### config.mk
export PLATFORM = sky130hd
export DESIGN_NAME = low_power_mode_controller
export DESIGN_NICKNAME = d
export VERILOG_FILES = /design/src/lpm_pkg.sv /design/src/rate_divider.sv /design/src/low_power_mode_controller.sv
export SDC_FILE = /design/constraint.sdc
export NUM_CORES = 1
export LEC_CHECK = 0
export ABC_AREA = 0
export ABC_CLOCK_PERIOD_IN_PS = 2550
export BUFFER_PORTS_ARGS = -buffer_cell sky130_fd_sc_hd__buf_2
export CAP_MARGIN = 20
export CORE_MARGIN = 5
export CORE_UTILIZATION = 30
export DETAILED_ROUTE_END_ITERATION = 10
export GPL_TIMING_DRIVEN = 0
export PLACE_DENSITY = 0.5
export SYNTH_ARGS = -nofsm -noshare
export SYNTH_HDL_FRONTEND = slang
export SYNTH_HIERARCHICAL = 1
export SYNTH_SLANG_ARGS = --single-unit
### constraint.sdc
create_clock -name sys_clk -period 2.55 [get_ports sys_clk]
set_clock_uncertainty 0.15 [all_clocks]
set_input_delay 0.51 -clock sys_clk [delete_from_list [all_inputs] [get_ports sys_clk]]
set_output_delay 0.51 -clock sys_clk [all_outputs]
set_load 0.01 [all_outputs]
### src/lpm_pkg.sv
// constants, types and field layout of the power-mode sequencer
// Notes on behaviour
// - In either sleep mode any enabled interrupt source or a low reset pin ends sleep.
// - An interrupt wake from sleep starts exception handling and returns to active at the same speed.
// - Sleep is kept while the cpu interrupt mask is 1 or the requesting source is disabled.
// - Interrupt requests pass a two-flop synchroniser, adding at most two clock periods.
// - A low reset pin during sleep puts the cpu in reset and abandons sleep.
// - Medium-speed sleep runs at the rate picked by the two medium divider select bits.
// - Watch goes to subactive on timer a, f, g, external 0 or wake-pin requests while low-speed-on is 1.
// - Subsleep goes to subactive on timers a, c, f, g, async counter, serial, external 4..0 or wake pins.
// - No move to subactive while the cpu interrupt mask is 1 or the source is disabled.
// - Halt in subactive with standby select 1 and timer a select top 1 enters watch.
// - Halt in subactive with standby select 0, low-speed-on 1, timer a select top 1 enters subsleep.
// - Subactive ends on halt with timer a select top 1 and standby select or low-speed-on 1, or on a low reset pin, which resets as from standby.
// - In subactive the cpu runs at the subclock divided by 2, 4 or 8 per the sub divider bits.
package lpm_pkg;
  typedef enum logic [2:0] {
    active_high = 3'b000,
    active_medium = 3'b001,
    sleep_high = 3'b010,
    sleep_medium = 3'b011,
    watch = 3'b100,
    subsleep = 3'b101,
    subactive = 3'b110
  } mode_t;

  // register offsets
  localparam logic [3:0] system_control_one_addr = 4'h0;
  localparam logic [3:0] system_control_two_addr = 4'h1;
  localparam logic [3:0] timer_a_mode_reg_addr = 4'h2;
  localparam logic [3:0] enable_lo_addr = 4'h3;
  localparam logic [3:0] enable_mid_addr = 4'h4;
  localparam logic [3:0] enable_hi_addr = 4'h5;
  localparam logic [3:0] mode_status_addr = 4'h6;

  // field positions
  localparam int standby_select_bit = 7;
  localparam int low_speed_on_bit = 3;
  localparam int medium_divider_sel_hi_bit = 1;
  localparam int medium_divider_sel_lo_bit = 0;
  localparam int medium_speed_on_bit = 3;
  localparam int sub_divider_sel_hi_bit = 1;
  localparam int sub_divider_sel_lo_bit = 0;
  localparam int timer_a_clock_select_top_bit = 3;

  // reset values
  localparam logic [7:0] system_control_one_reset = 8'h00;
  localparam logic [7:0] system_control_two_reset = 8'h00;
  localparam logic [21:0] enable_reset = 22'h000000;

  // interrupt source lines: 0 timer a, 1 timer c, 2 timer f, 3 timer g,
  // 4 async counter, 9..5 external 4..0, 17..10 wake pins, 18..20 serial
  // a, b, c, 21 converter
  localparam int irq_width = 22;
  localparam logic [21:0] sleep_wake_mask = 22'h3FFFFF;
  localparam logic [21:0] watch_wake_mask = 22'h03FC2D;
  localparam logic [21:0] subsleep_wake_mask = 22'h1FFFFF;

  // divide ratios as log2
  localparam logic [2:0] medium_log2_sel0 = 3'h3;
  localparam logic [2:0] medium_log2_sel1 = 3'h4;
  localparam logic [2:0] medium_log2_sel2 = 3'h5;
  localparam logic [2:0] medium_log2_sel3 = 3'h6;
  localparam logic [2:0] sub_log2_div8 = 3'h3;
  localparam logic [2:0] sub_log2_div4 = 3'h2;
  localparam logic [2:0] sub_log2_div2 = 3'h1;
endpackage : lpm_pkg

### src/rate_divider.sv
// enable-pulse divider by a power of two
`timescale 1ns/1ps
module rate_divider (
  // clock and reset
  input wire logic sys_clk,
  input wire logic reset,
  // rate
  input wire logic tick_in,
  input wire logic [2:0] ratio_log2,
  output logic tick_out
);
  typedef struct packed {
    logic [5:0] count;
  } div_state_t;

  div_state_t state;
  div_state_t next_state;
  logic [5:0] mask;

  always_comb begin
    next_state = state;
    mask = 6'(({6'h00, 1'b1} << ratio_log2) - 7'h01);
    tick_out = tick_in && ((state.count & mask) == mask);
    if (tick_in) begin
      next_state.count = state.count + 6'h01;
    end
  end

  always_ff @(posedge sys_clk) begin
    if (reset) begin
      state <= '0;
    end else begin
      state <= next_state;
    end
  end
endmodule : rate_divider

### src/low_power_mode_controller.sv
// power-mode sequencer with its control registers
`timescale 1ns/1ps
module low_power_mode_controller (
  // clock and reset
  input wire logic sys_clk,
  input wire logic reset,
  // register port
  input wire logic [3:0] reg_addr,
  input wire logic [7:0] reg_wdata,
  input wire logic reg_write,
  input wire logic reg_read,
  output logic [7:0] reg_rdata,
  // cpu side
  input wire logic halt_exec,
  input wire logic cpu_int_mask,
  input wire logic chip_clear_pin_n,
  output logic cpu_reset,
  output logic exception_start,
  // interrupt sources
  input wire logic [21:0] irq_req,
  // subclock rate as one-cycle pulses
  input wire logic sub_tick,
  // mode and clock enables
  output logic [2:0] mode_state,
  output logic cpu_clk_en,
  output logic periph_clk_en
);
  typedef struct packed {
    lpm_pkg::mode_t mode;
    logic [7:0] system_control_one;
    logic [7:0] system_control_two;
    logic timer_a_clock_select_top;
    logic [21:0] enable;
    logic [21:0] sync_first;
    logic [21:0] sync_second;
    logic [7:0] rdata;
    logic exc;
    logic cpu_rst;
  } ctrl_state_t;

  ctrl_state_t state;
  ctrl_state_t next_state;
  logic [2:0] medium_log2;
  logic [2:0] sub_log2;
  logic medium_tick;
  logic sub_cpu_tick;
  logic standby_sel;
  logic low_speed_on;
  logic select_top;
  logic medium_speed_on;

  function automatic logic wake_hit(input logic [21:0] req,
                                    input logic [21:0] en,
                                    input logic [21:0] sel,
                                    input logic imask);
    wake_hit = !imask && |(req & en & sel);
  endfunction : wake_hit

  assign standby_sel = state.system_control_one[lpm_pkg::standby_select_bit];
  assign low_speed_on = state.system_control_one[lpm_pkg::low_speed_on_bit];
  assign select_top = state.timer_a_clock_select_top;
  assign medium_speed_on =
    state.system_control_two[lpm_pkg::medium_speed_on_bit];

  always_comb begin
    case ({state.system_control_one[lpm_pkg::medium_divider_sel_hi_bit],
           state.system_control_one[lpm_pkg::medium_divider_sel_lo_bit]})
      2'b00: medium_log2 = lpm_pkg::medium_log2_sel0;
      2'b01: medium_log2 = lpm_pkg::medium_log2_sel1;
      2'b10: medium_log2 = lpm_pkg::medium_log2_sel2;
      default: medium_log2 = lpm_pkg::medium_log2_sel3;
    endcase
  end

  always_comb begin
    case ({state.system_control_two[lpm_pkg::sub_divider_sel_hi_bit],
           state.system_control_two[lpm_pkg::sub_divider_sel_lo_bit]})
      2'b00: sub_log2 = lpm_pkg::sub_log2_div8;
      2'b01: sub_log2 = lpm_pkg::sub_log2_div4;
      default: sub_log2 = lpm_pkg::sub_log2_div2;
    endcase
  end

  rate_divider medium_div (
    .sys_clk(sys_clk),
    .reset(reset),
    .tick_in(1'b1),
    .ratio_log2(medium_log2),
    .tick_out(medium_tick)
  );

  rate_divider sub_div (
    .sys_clk(sys_clk),
    .reset(reset),
    .tick_in(sub_tick),
    .ratio_log2(sub_log2),
    .tick_out(sub_cpu_tick)
  );

  always_comb begin
    next_state = state;
    next_state.exc = 1'b0;
    next_state.cpu_rst = 1'b0;
    next_state.sync_first = irq_req;
    next_state.sync_second = state.sync_first;
    // register writes
    if (reg_write) begin
      case (reg_addr)
        lpm_pkg::system_control_one_addr:
          next_state.system_control_one = reg_wdata;
        lpm_pkg::system_control_two_addr:
          next_state.system_control_two = reg_wdata;
        lpm_pkg::timer_a_mode_reg_addr:
          next_state.timer_a_clock_select_top =
            reg_wdata[lpm_pkg::timer_a_clock_select_top_bit];
        lpm_pkg::enable_lo_addr: next_state.enable[7:0] = reg_wdata;
        lpm_pkg::enable_mid_addr: next_state.enable[15:8] = reg_wdata;
        lpm_pkg::enable_hi_addr: next_state.enable[21:16] = reg_wdata[5:0];
        default: next_state.enable = state.enable;
      endcase
    end
    // register reads, answered next cycle
    next_state.rdata = 8'h00;
    if (reg_read) begin
      case (reg_addr)
        lpm_pkg::system_control_one_addr:
          next_state.rdata = state.system_control_one;
        lpm_pkg::system_control_two_addr:
          next_state.rdata = state.system_control_two;
        lpm_pkg::timer_a_mode_reg_addr:
          next_state.rdata[lpm_pkg::timer_a_clock_select_top_bit] = select_top;
        lpm_pkg::enable_lo_addr: next_state.rdata = state.enable[7:0];
        lpm_pkg::enable_mid_addr: next_state.rdata = state.enable[15:8];
        lpm_pkg::enable_hi_addr:
          next_state.rdata = {2'b00, state.enable[21:16]};
        lpm_pkg::mode_status_addr:
          next_state.rdata = {5'h00, state.mode};
        default: next_state.rdata = 8'h00;
      endcase
    end
    case (state.mode)
      lpm_pkg::active_high, lpm_pkg::active_medium: begin
        if (halt_exec) begin
          if (standby_sel && select_top) begin
            next_state.mode = lpm_pkg::watch;
          end else if (!standby_sel && !low_speed_on) begin
            next_state.mode = medium_speed_on ?
              lpm_pkg::sleep_medium : lpm_pkg::sleep_high;
          end
        end
      end
      lpm_pkg::sleep_high, lpm_pkg::sleep_medium: begin
        if (wake_hit(state.sync_second, state.enable,
                     lpm_pkg::sleep_wake_mask, cpu_int_mask)) begin
          next_state.mode = (state.mode == lpm_pkg::sleep_high) ?
            lpm_pkg::active_high : lpm_pkg::active_medium;
          next_state.exc = 1'b1;
        end
      end
      lpm_pkg::watch: begin
        if (low_speed_on &&
            wake_hit(state.sync_second, state.enable,
                     lpm_pkg::watch_wake_mask, cpu_int_mask)) begin
          next_state.mode = lpm_pkg::subactive;
          next_state.exc = 1'b1;
        end
      end
      lpm_pkg::subsleep: begin
        if (wake_hit(state.sync_second, state.enable,
                     lpm_pkg::subsleep_wake_mask, cpu_int_mask)) begin
          next_state.mode = lpm_pkg::subactive;
          next_state.exc = 1'b1;
        end
      end
      lpm_pkg::subactive: begin
        if (halt_exec && select_top) begin
          if (standby_sel) begin
            next_state.mode = lpm_pkg::watch;
          end else if (low_speed_on) begin
            next_state.mode = lpm_pkg::subsleep;
          end
        end
      end
      default: next_state.mode = lpm_pkg::active_high;
    endcase
    // reset pin clears mode and registers
    if (!chip_clear_pin_n) begin
      next_state.mode = lpm_pkg::active_high;
      next_state.system_control_one = lpm_pkg::system_control_one_reset;
      next_state.system_control_two = lpm_pkg::system_control_two_reset;
      next_state.timer_a_clock_select_top = 1'b0;
      next_state.enable = lpm_pkg::enable_reset;
      next_state.exc = 1'b0;
      next_state.cpu_rst = 1'b1;
    end
  end

  always_ff @(posedge sys_clk) begin
    if (reset) begin
      state <= '0;
      state.mode <= lpm_pkg::active_high;
      state.system_control_one <= lpm_pkg::system_control_one_reset;
      state.system_control_two <= lpm_pkg::system_control_two_reset;
      state.enable <= lpm_pkg::enable_reset;
      state.cpu_rst <= 1'b1;
    end else begin
      state <= next_state;
    end
  end

  always_comb begin
    case (state.mode)
      lpm_pkg::active_high: begin
        cpu_clk_en = 1'b1;
        periph_clk_en = 1'b1;
      end
      lpm_pkg::active_medium: begin
        cpu_clk_en = medium_tick;
        periph_clk_en = 1'b1;
      end
      lpm_pkg::sleep_high: begin
        cpu_clk_en = 1'b0;
        periph_clk_en = 1'b1;
      end
      lpm_pkg::sleep_medium: begin
        cpu_clk_en = 1'b0;
        periph_clk_en = medium_tick;
      end
      lpm_pkg::subactive: begin
        cpu_clk_en = sub_cpu_tick;
        periph_clk_en = sub_tick;
      end
      lpm_pkg::watch, lpm_pkg::subsleep: begin
        cpu_clk_en = 1'b0;
        periph_clk_en = sub_tick;
      end
      default: begin
        cpu_clk_en = 1'b0;
        periph_clk_en = 1'b0;
      end
    endcase
  end

  assign reg_rdata = state.rdata;
  assign cpu_reset = state.cpu_rst;
  assign exception_start = state.exc;
  assign mode_state = state.mode;
endmodule : low_power_mode_controller

# After elaboration in Yosys (flattened, before gate mapping)
# Cells that the tools add are included.
[classes] shifts=2 n_bitwise=5 muxes=24 eq_ne=24 addsub=4 reduce_logical=31
[ops] operator="2-to-1 mux 3 bit" count=9
[ops] operator="bitwise AND 22 bit" count=1
[ops] operator="OR reduction 22 bit" count=1
[ops] operator="OR reduction 21 bit" count=1
[ops] operator="one-hot mux 4 bit (5 select lines)" count=1
[ops] operator="one-hot mux 3 bit (6 select lines)" count=1
[ops] operator="one-hot mux 3 bit (5 select lines)" count=1
[ops] operator="adder 6 x 1 -> 6 bit (second input constant)" count=2
[ops] operator="bitwise AND 6 bit" count=2
[ops] operator="equality test 4 x 3 -> 1 bit (second input constant)" count=3
[ops] operator="equality test 6 bit" count=2
[ops] operator="AND reduction 2 bit" count=6
[ops] operator="OR reduction 12 bit" count=1
[ops] operator="subtractor 6 x 1 -> 6 bit (second input constant)" count=2
[ops] operator="inequality test 2 bit (second input constant)" count=5
[ops] operator="equality test 3 bit (second input constant)" count=3
[ops] operator="one-hot mux 1 bit (3 select lines)" count=3
[ops] operator="one-hot mux 3 bit (3 select lines)" count=1
[ops] operator="equality test 4 x 2 -> 1 bit (second input constant)" count=2
[ops] operator="logical AND 1 bit" count=8
[ops] operator="OR reduction 2 bit" count=4
[ops] operator="AND reduction 7 bit" count=1
[ops] operator="equality test 3 x 2 -> 1 bit (second input constant)" count=2
[ops] operator="2-to-1 mux 1 bit" count=6
[ops] operator="other kinds (15)" count=22
[totals] reg_bits=108 wordCells=104 out_inout_bits=15 in_bits=42

# Longest topological paths before layout
[logic_depth] word_depth=8 ltp_mapped=9

# Modules after synthesis
# The synthesis kept the hierarchy.
[modules_own_cells] module="low_power_mode_controller" cells_per_inst=430 n_inst=1 area_each_um2=3814.9
[modules_own_cells] module="rate_divider" cells_per_inst=36 n_inst=2 area_each_um2=311.5

# Least setup slack after synthesis
# No wires, ideal clock.
[synth_timing] path_kind="reg2out" startpoint="register state[85] (netlist bit)" endpoint="output periph_clk_en" t_arrival_ns=1.632 required_time_ns=1.890 setup_slack_ns=0.258 path_stages_with_launch=10 path_cell_list="dfxtp_1 inv_1 ha_1 nor2_1 nor2_1 nor2b_1 o311a_1 a211oi_2 nor2_1 a21oi_1"
[synth_via] elab_chain_cells=7 word_cells_on_any_way=9 classes_between="add/sub: 1; eq/ne: 3; shift: 1; mux: 2; bitwise: 1; reduce/logical: 1"
[synth_lines] element="start, declared" line="low_power_mode_controller.sv:41" rtl="ctrl_state_t state;"
[synth_lines] element="start signal, assigned" line="low_power_mode_controller.sv:207" rtl="state <= next_state;"
[synth_lines] element="equality test 2 bit (tied with other cells)" line="low_power_mode_controller.sv:66" rtl="case ({state.system_control_one[lpm_pkg::medium_divider_sel_hi_bit],"
[synth_lines] element="one-hot mux 3 bit (3 select lines) *" line="low_power_mode_controller.sv:66"
[synth_lines] element="named net medium_log2[0]" line="low_power_mode_controller.sv:43" rtl="logic [2:0] medium_log2;"
[synth_lines] element="left shift 1 x 3 -> 6 bit *" line="rate_divider.sv:22" rtl="mask = 6'(({6'h00, 1'b1} << ratio_log2) - 7'h01);"
[synth_lines] element="subtractor 6 x 1 -> 6 bit *" line="rate_divider.sv:22"
[synth_lines] element="bitwise AND 6 bit" line="rate_divider.sv:23" rtl="tick_out = tick_in && ((state.count & mask) == mask);"
[synth_lines] element="equality test 6 bit *" line="rate_divider.sv:23"
[synth_lines] element="named net medium_tick" line="low_power_mode_controller.sv:45" rtl="logic medium_tick;"
[synth_lines] element="one-hot mux 1 bit (3 select lines) *" line="low_power_mode_controller.sv:212" rtl="case (state.mode)"
[synth_lines] element="end, declared" line="low_power_mode_controller.sv:26" rtl="output logic periph_clk_en"
# Mark *: on every way through the listed nets, which the timed path passes. The rest lies on a longest branch.

# Worst setup path after layout
[layout_timing] startpoint="register state[86] (netlist bit)" endpoint="output periph_clk_en"
# The elaborated chain is that of the path after synthesis.

==> results.py <==
metrics = {
    "power_and_ir_drop": {
        "swShare_pct": 23.3,
        "p_leak_nw": 1.96,
        "switchingPower_uw": 795,
        "power.density_mw_per_mm2": 643,
        "pwr-share-seq_pct": 51.3,
        "ir_drop_v": 0.000322,
        "power_mw": 3.41,
        "p_int_mw": 2.62,
        "clock_power_share_pct": 42.0,
        "pwr-share-comb_pct": 6.6,
    },
    "timing": {
        "rsz0062_at_grt": "true",
        "fin_tns_setup_ns": -0.264,
        "hold_violations": 0,
        "finalMaxSlewViolations": 0,
        "holdWs_ns": 0.212,
        "tightest_slew_ns": 0.572,
        "period_share_pct": 106,
        "setup-violations-final": 2,
        "relSlewSlack_pct": 61.9,
        "max_freq_mhz": 369,
        "setup_ws_ns": -0.161,
        "period_needed_ns": 2.71,
    },
    "die": {
        "core_sq_mm": 0.0145,
        "die_h_um": 132,
        "ios": 57,
        "start_util_pct": 30.5,
        "die_x_um": 132,
        "num_rows": 44,
        "die-area_sq_mm": 0.0173,
    },
    "placement": {
        "port_buffers": 51,
        "post-dp-hpwl_mm": 8.79,
        "gp_congestion": 0.794,
    },
    "route": {
        "wl_per_cell_um": 15.4,
        "drt-vias-per-instance": 4.85,
        "drc_errors": 0,
        "met3_length_um": 872,
        "first_iter_violations": 277,
        "routed-wl-met2_mm": 5.33,
        "vias": 3676,
        "drt-met1-wl_mm": 5.26,
        "drtPass1Iterations": 4,
        "route.antenna.remaining_nets": 0,
        "wl_mm": 11.7,
        "top_layer": "met4",
    },
    "clock_tree": {
        "cts_buffers": 9,
        "clk_pin_slew_ns": 0.07,
        "cts_sinks": 108,
        "cts_hold_buf": 0,
        "cts_max_path_buffers": 2,
        "h-tree-depth": 3,
        "clk_latency_ns": 0.35,
        "cts_tree": "built",
        "root_buffer": "clkbuf_16",
    },
    "status": {
        "violations": "setup timing",
        "status": "finished with violations",
    },
    "synth": {
        "yosysSeqAreaShare_pct": 48.7,
        "synth_top_area_cell": "dfxtp_1",
        "synthCells": 502,
        "synth.avg_cell_area_sq_um": 8.84,
        "yosys_warnings": 6,
        "ys_ff_latch": 108,
        "synth_area_leaders": "dfxtp_1 49%, nor2b_1 7.0%, nand2_1 5.8%",
        "yosys.area.top_type_share_pct": 48.7,
        "syn-cell-area_sq_mm": 0.00444,
        "ys_types": 44,
    },
    "setup_path": {
        "endpoint": "periph_clk_en",
        "worst-setup-path-type": "flip-flop to output port",
        "r2r_slack_ns": 0.67,
        "reg2reg_depth": 6,
        "cp.required_ns": 1.89,
        "worstPathMaxFanout": 3,
        "reg2reg_to": "mode_state[0]",
        "worstPathArrival_ns": 2.05,
        "critical_path.startpoint": "state[86]",
        "worst_setup_path_end_kind": "output port",
        "cp-start-kind": "flip-flop",
        "timing.rr.start": "mode_state[2]",
    },
    "global_route": {
        "grt_pass1_wl_mm": 18.7,
        "grt_pass1_vias": 3552,
        "antenna_found_initial": 0,
        "grt_remaining_overflow": 0,
        "grt_usage_pct": 13.4,
        "grt_max_degree": 18,
    },
    "final_layout": {
        "final_util_pct": 36.5,
        "nFillCells": 1550,
        "fin_nets": 616,
        "area_delta_synth_final_pct": 19.5,
        "final_layout_size_suffix_gt1_share_pct": 20.1,
    },
    "job": {
        "cap_viol_max_count": 0,
    },
    "min_path": {
        "hp-class": "input port to flip-flop",
        "hold_path_depth": 2,
    },
}
==> worst max-delay path, cell delays in order (launching register included) <==
cell and delay (ns):
dfxtp_4 0.40, buf_4 0.14, ha_1 0.16, nor2_2 0.04, nor2b_1 0.12, o311a_1 0.30
a211oi_2 0.19, nor2_1 0.08, a21oi_2 0.13, buf_2 0.15
==> cell usage after synthesis, drive strengths merged <==
| cell type | count |
|---|---|
| a211oi | 3 |
| a21oi | 46 |
| a221oi | 4 |
| a22o | 8 |
| a22oi | 20 |
| a31oi | 7 |
| and2 | 1 |
| and3 | 4 |
| buf | 26 |
| clkbuf | 15 |
| conb | 2 |
| dfxtp | 108 |
| ha | 6 |
| inv | 9 |
| mux2i | 3 |
| nand2 | 69 |
| nand2b | 4 |
| nand3 | 45 |
| nand3b | 2 |
| nand4 | 7 |
| nor2 | 27 |
| nor2b | 50 |
| nor3 | 5 |
| nor3b | 2 |
| nor4 | 1 |
| o211a | 1 |
| o21ai | 10 |
| o21ba | 1 |
| o22ai | 1 |
| o2bb2ai | 2 |
| o311a | 2 |
| or3 | 2 |
| xnor2 | 3 |
| xor2 | 6 |
==> cell usage in the layout, fill, tap and decap left out, drive strengths merged, types with 2 or more instances in the layout <==
cell,synthesis,layout
xnor2,3,3
a31oi,7,7
o2bb2ai,2,2
and3,4,4
a22oi,20,20
nand2b,4,4
a21oi,46,46
nand3b,2,2
buf,26,80
nor3b,2,2
mux2i,3,3
inv,9,10
dfxtp,108,108
a221oi,4,4
nor3,5,5
a211oi,3,3
xor2,6,6
o21ai,10,10
conb,2,3
nand3,45,45
nand4,7,7
nor2b,50,50
clkbuf,15,27
nand2,69,69
ha,6,6
a22o,8,8
o311a,2,2
nor2,27,27
or3,2,2
==> cell families after synthesis <==
family          Yosys count  synth area share [%]
compound gates          105                  15.4
xor+xnor                  9                  1.78
fa+ha+maj                 6                  1.69
buf+inv                  50                  6.09
flops                   108                  48.7
mux                       3                 0.677
other cells               2                 0.169
simple gates            219                  25.5
==> metal layers <==
layer	GRT usage [%]	vias to the layer above
met5	0	-
met4	5.54	0
met3	4.43	14
met2	20.8	117
met1	17.2	1697
li1	-	1848
==> final cells by class <==
class	instances	area, sq um	area share (%)
Clock buffer	12	246	4.65
Clock inverter	4	57.6	1.08
Inverter	9	38.8	0.731
Buffer	41	236	4.46
Antenna cell	1	2.50	0.0472
Sequential cell	108	2170	40.8
Timing Repair Buffer	54	278	5.24
Tap cell	184	230	4.34
Multi-Input combinational cell	345	2050	38.6
==> power groups by stage <==
stage | clock network, mW | registers (mW) | logic, mW
5_1_grt | 1.54 | 1.76 | 0.251
2_1_floorplan | 0 | 1.79 | 0.143
3_3_place_gp | 0 | 1.79 | 0.222
6_report | 1.43 | 1.75 | 0.226
3_5_place_dp | 0 | 1.79 | 0.225
4_1_cts | 1.48 | 1.75 | 0.227
==> metrics by stage <==
step                      worst slack [ns]  instances  instance area (sq um)
final                               -0.161        758                   5310
after global placement             -0.0559        738                   4930
after global routing                -0.258        757                   5300
after floorplan                      0.258        503                   4440
after detailed placement           -0.0632        738                   4930
after CTS                           -0.160        757                   5270
==> timing repair <==
action | 4_1_cts | 5_1_grt
pin swaps | 6 | 2
setup buffers | 3 | 0
setup endpoints to repair | 2 | 2
resized for setup | 9 | 7
==> state kept, by name (all words and copies together) (netlist names), 3 cells and up <==
name,count
next_state,22
reg_rdata,8
mode_state,3
state,57
sub_div/state,6
medium_div/state,6
==> how the worst min path moves through the flow <==
stage / endpoint / from
finish: next_state[22] / irq_req[12]
global route: exception_start / cpu_int_mask
CTS: next_state[22] / irq_req[12]
detailed placement: state[22] / next_state[22]
global placement: state[10] / next_state[10]
floorplan: state[10] / next_state[10]
No activity file was read; power rests on OpenSTA's default activity.
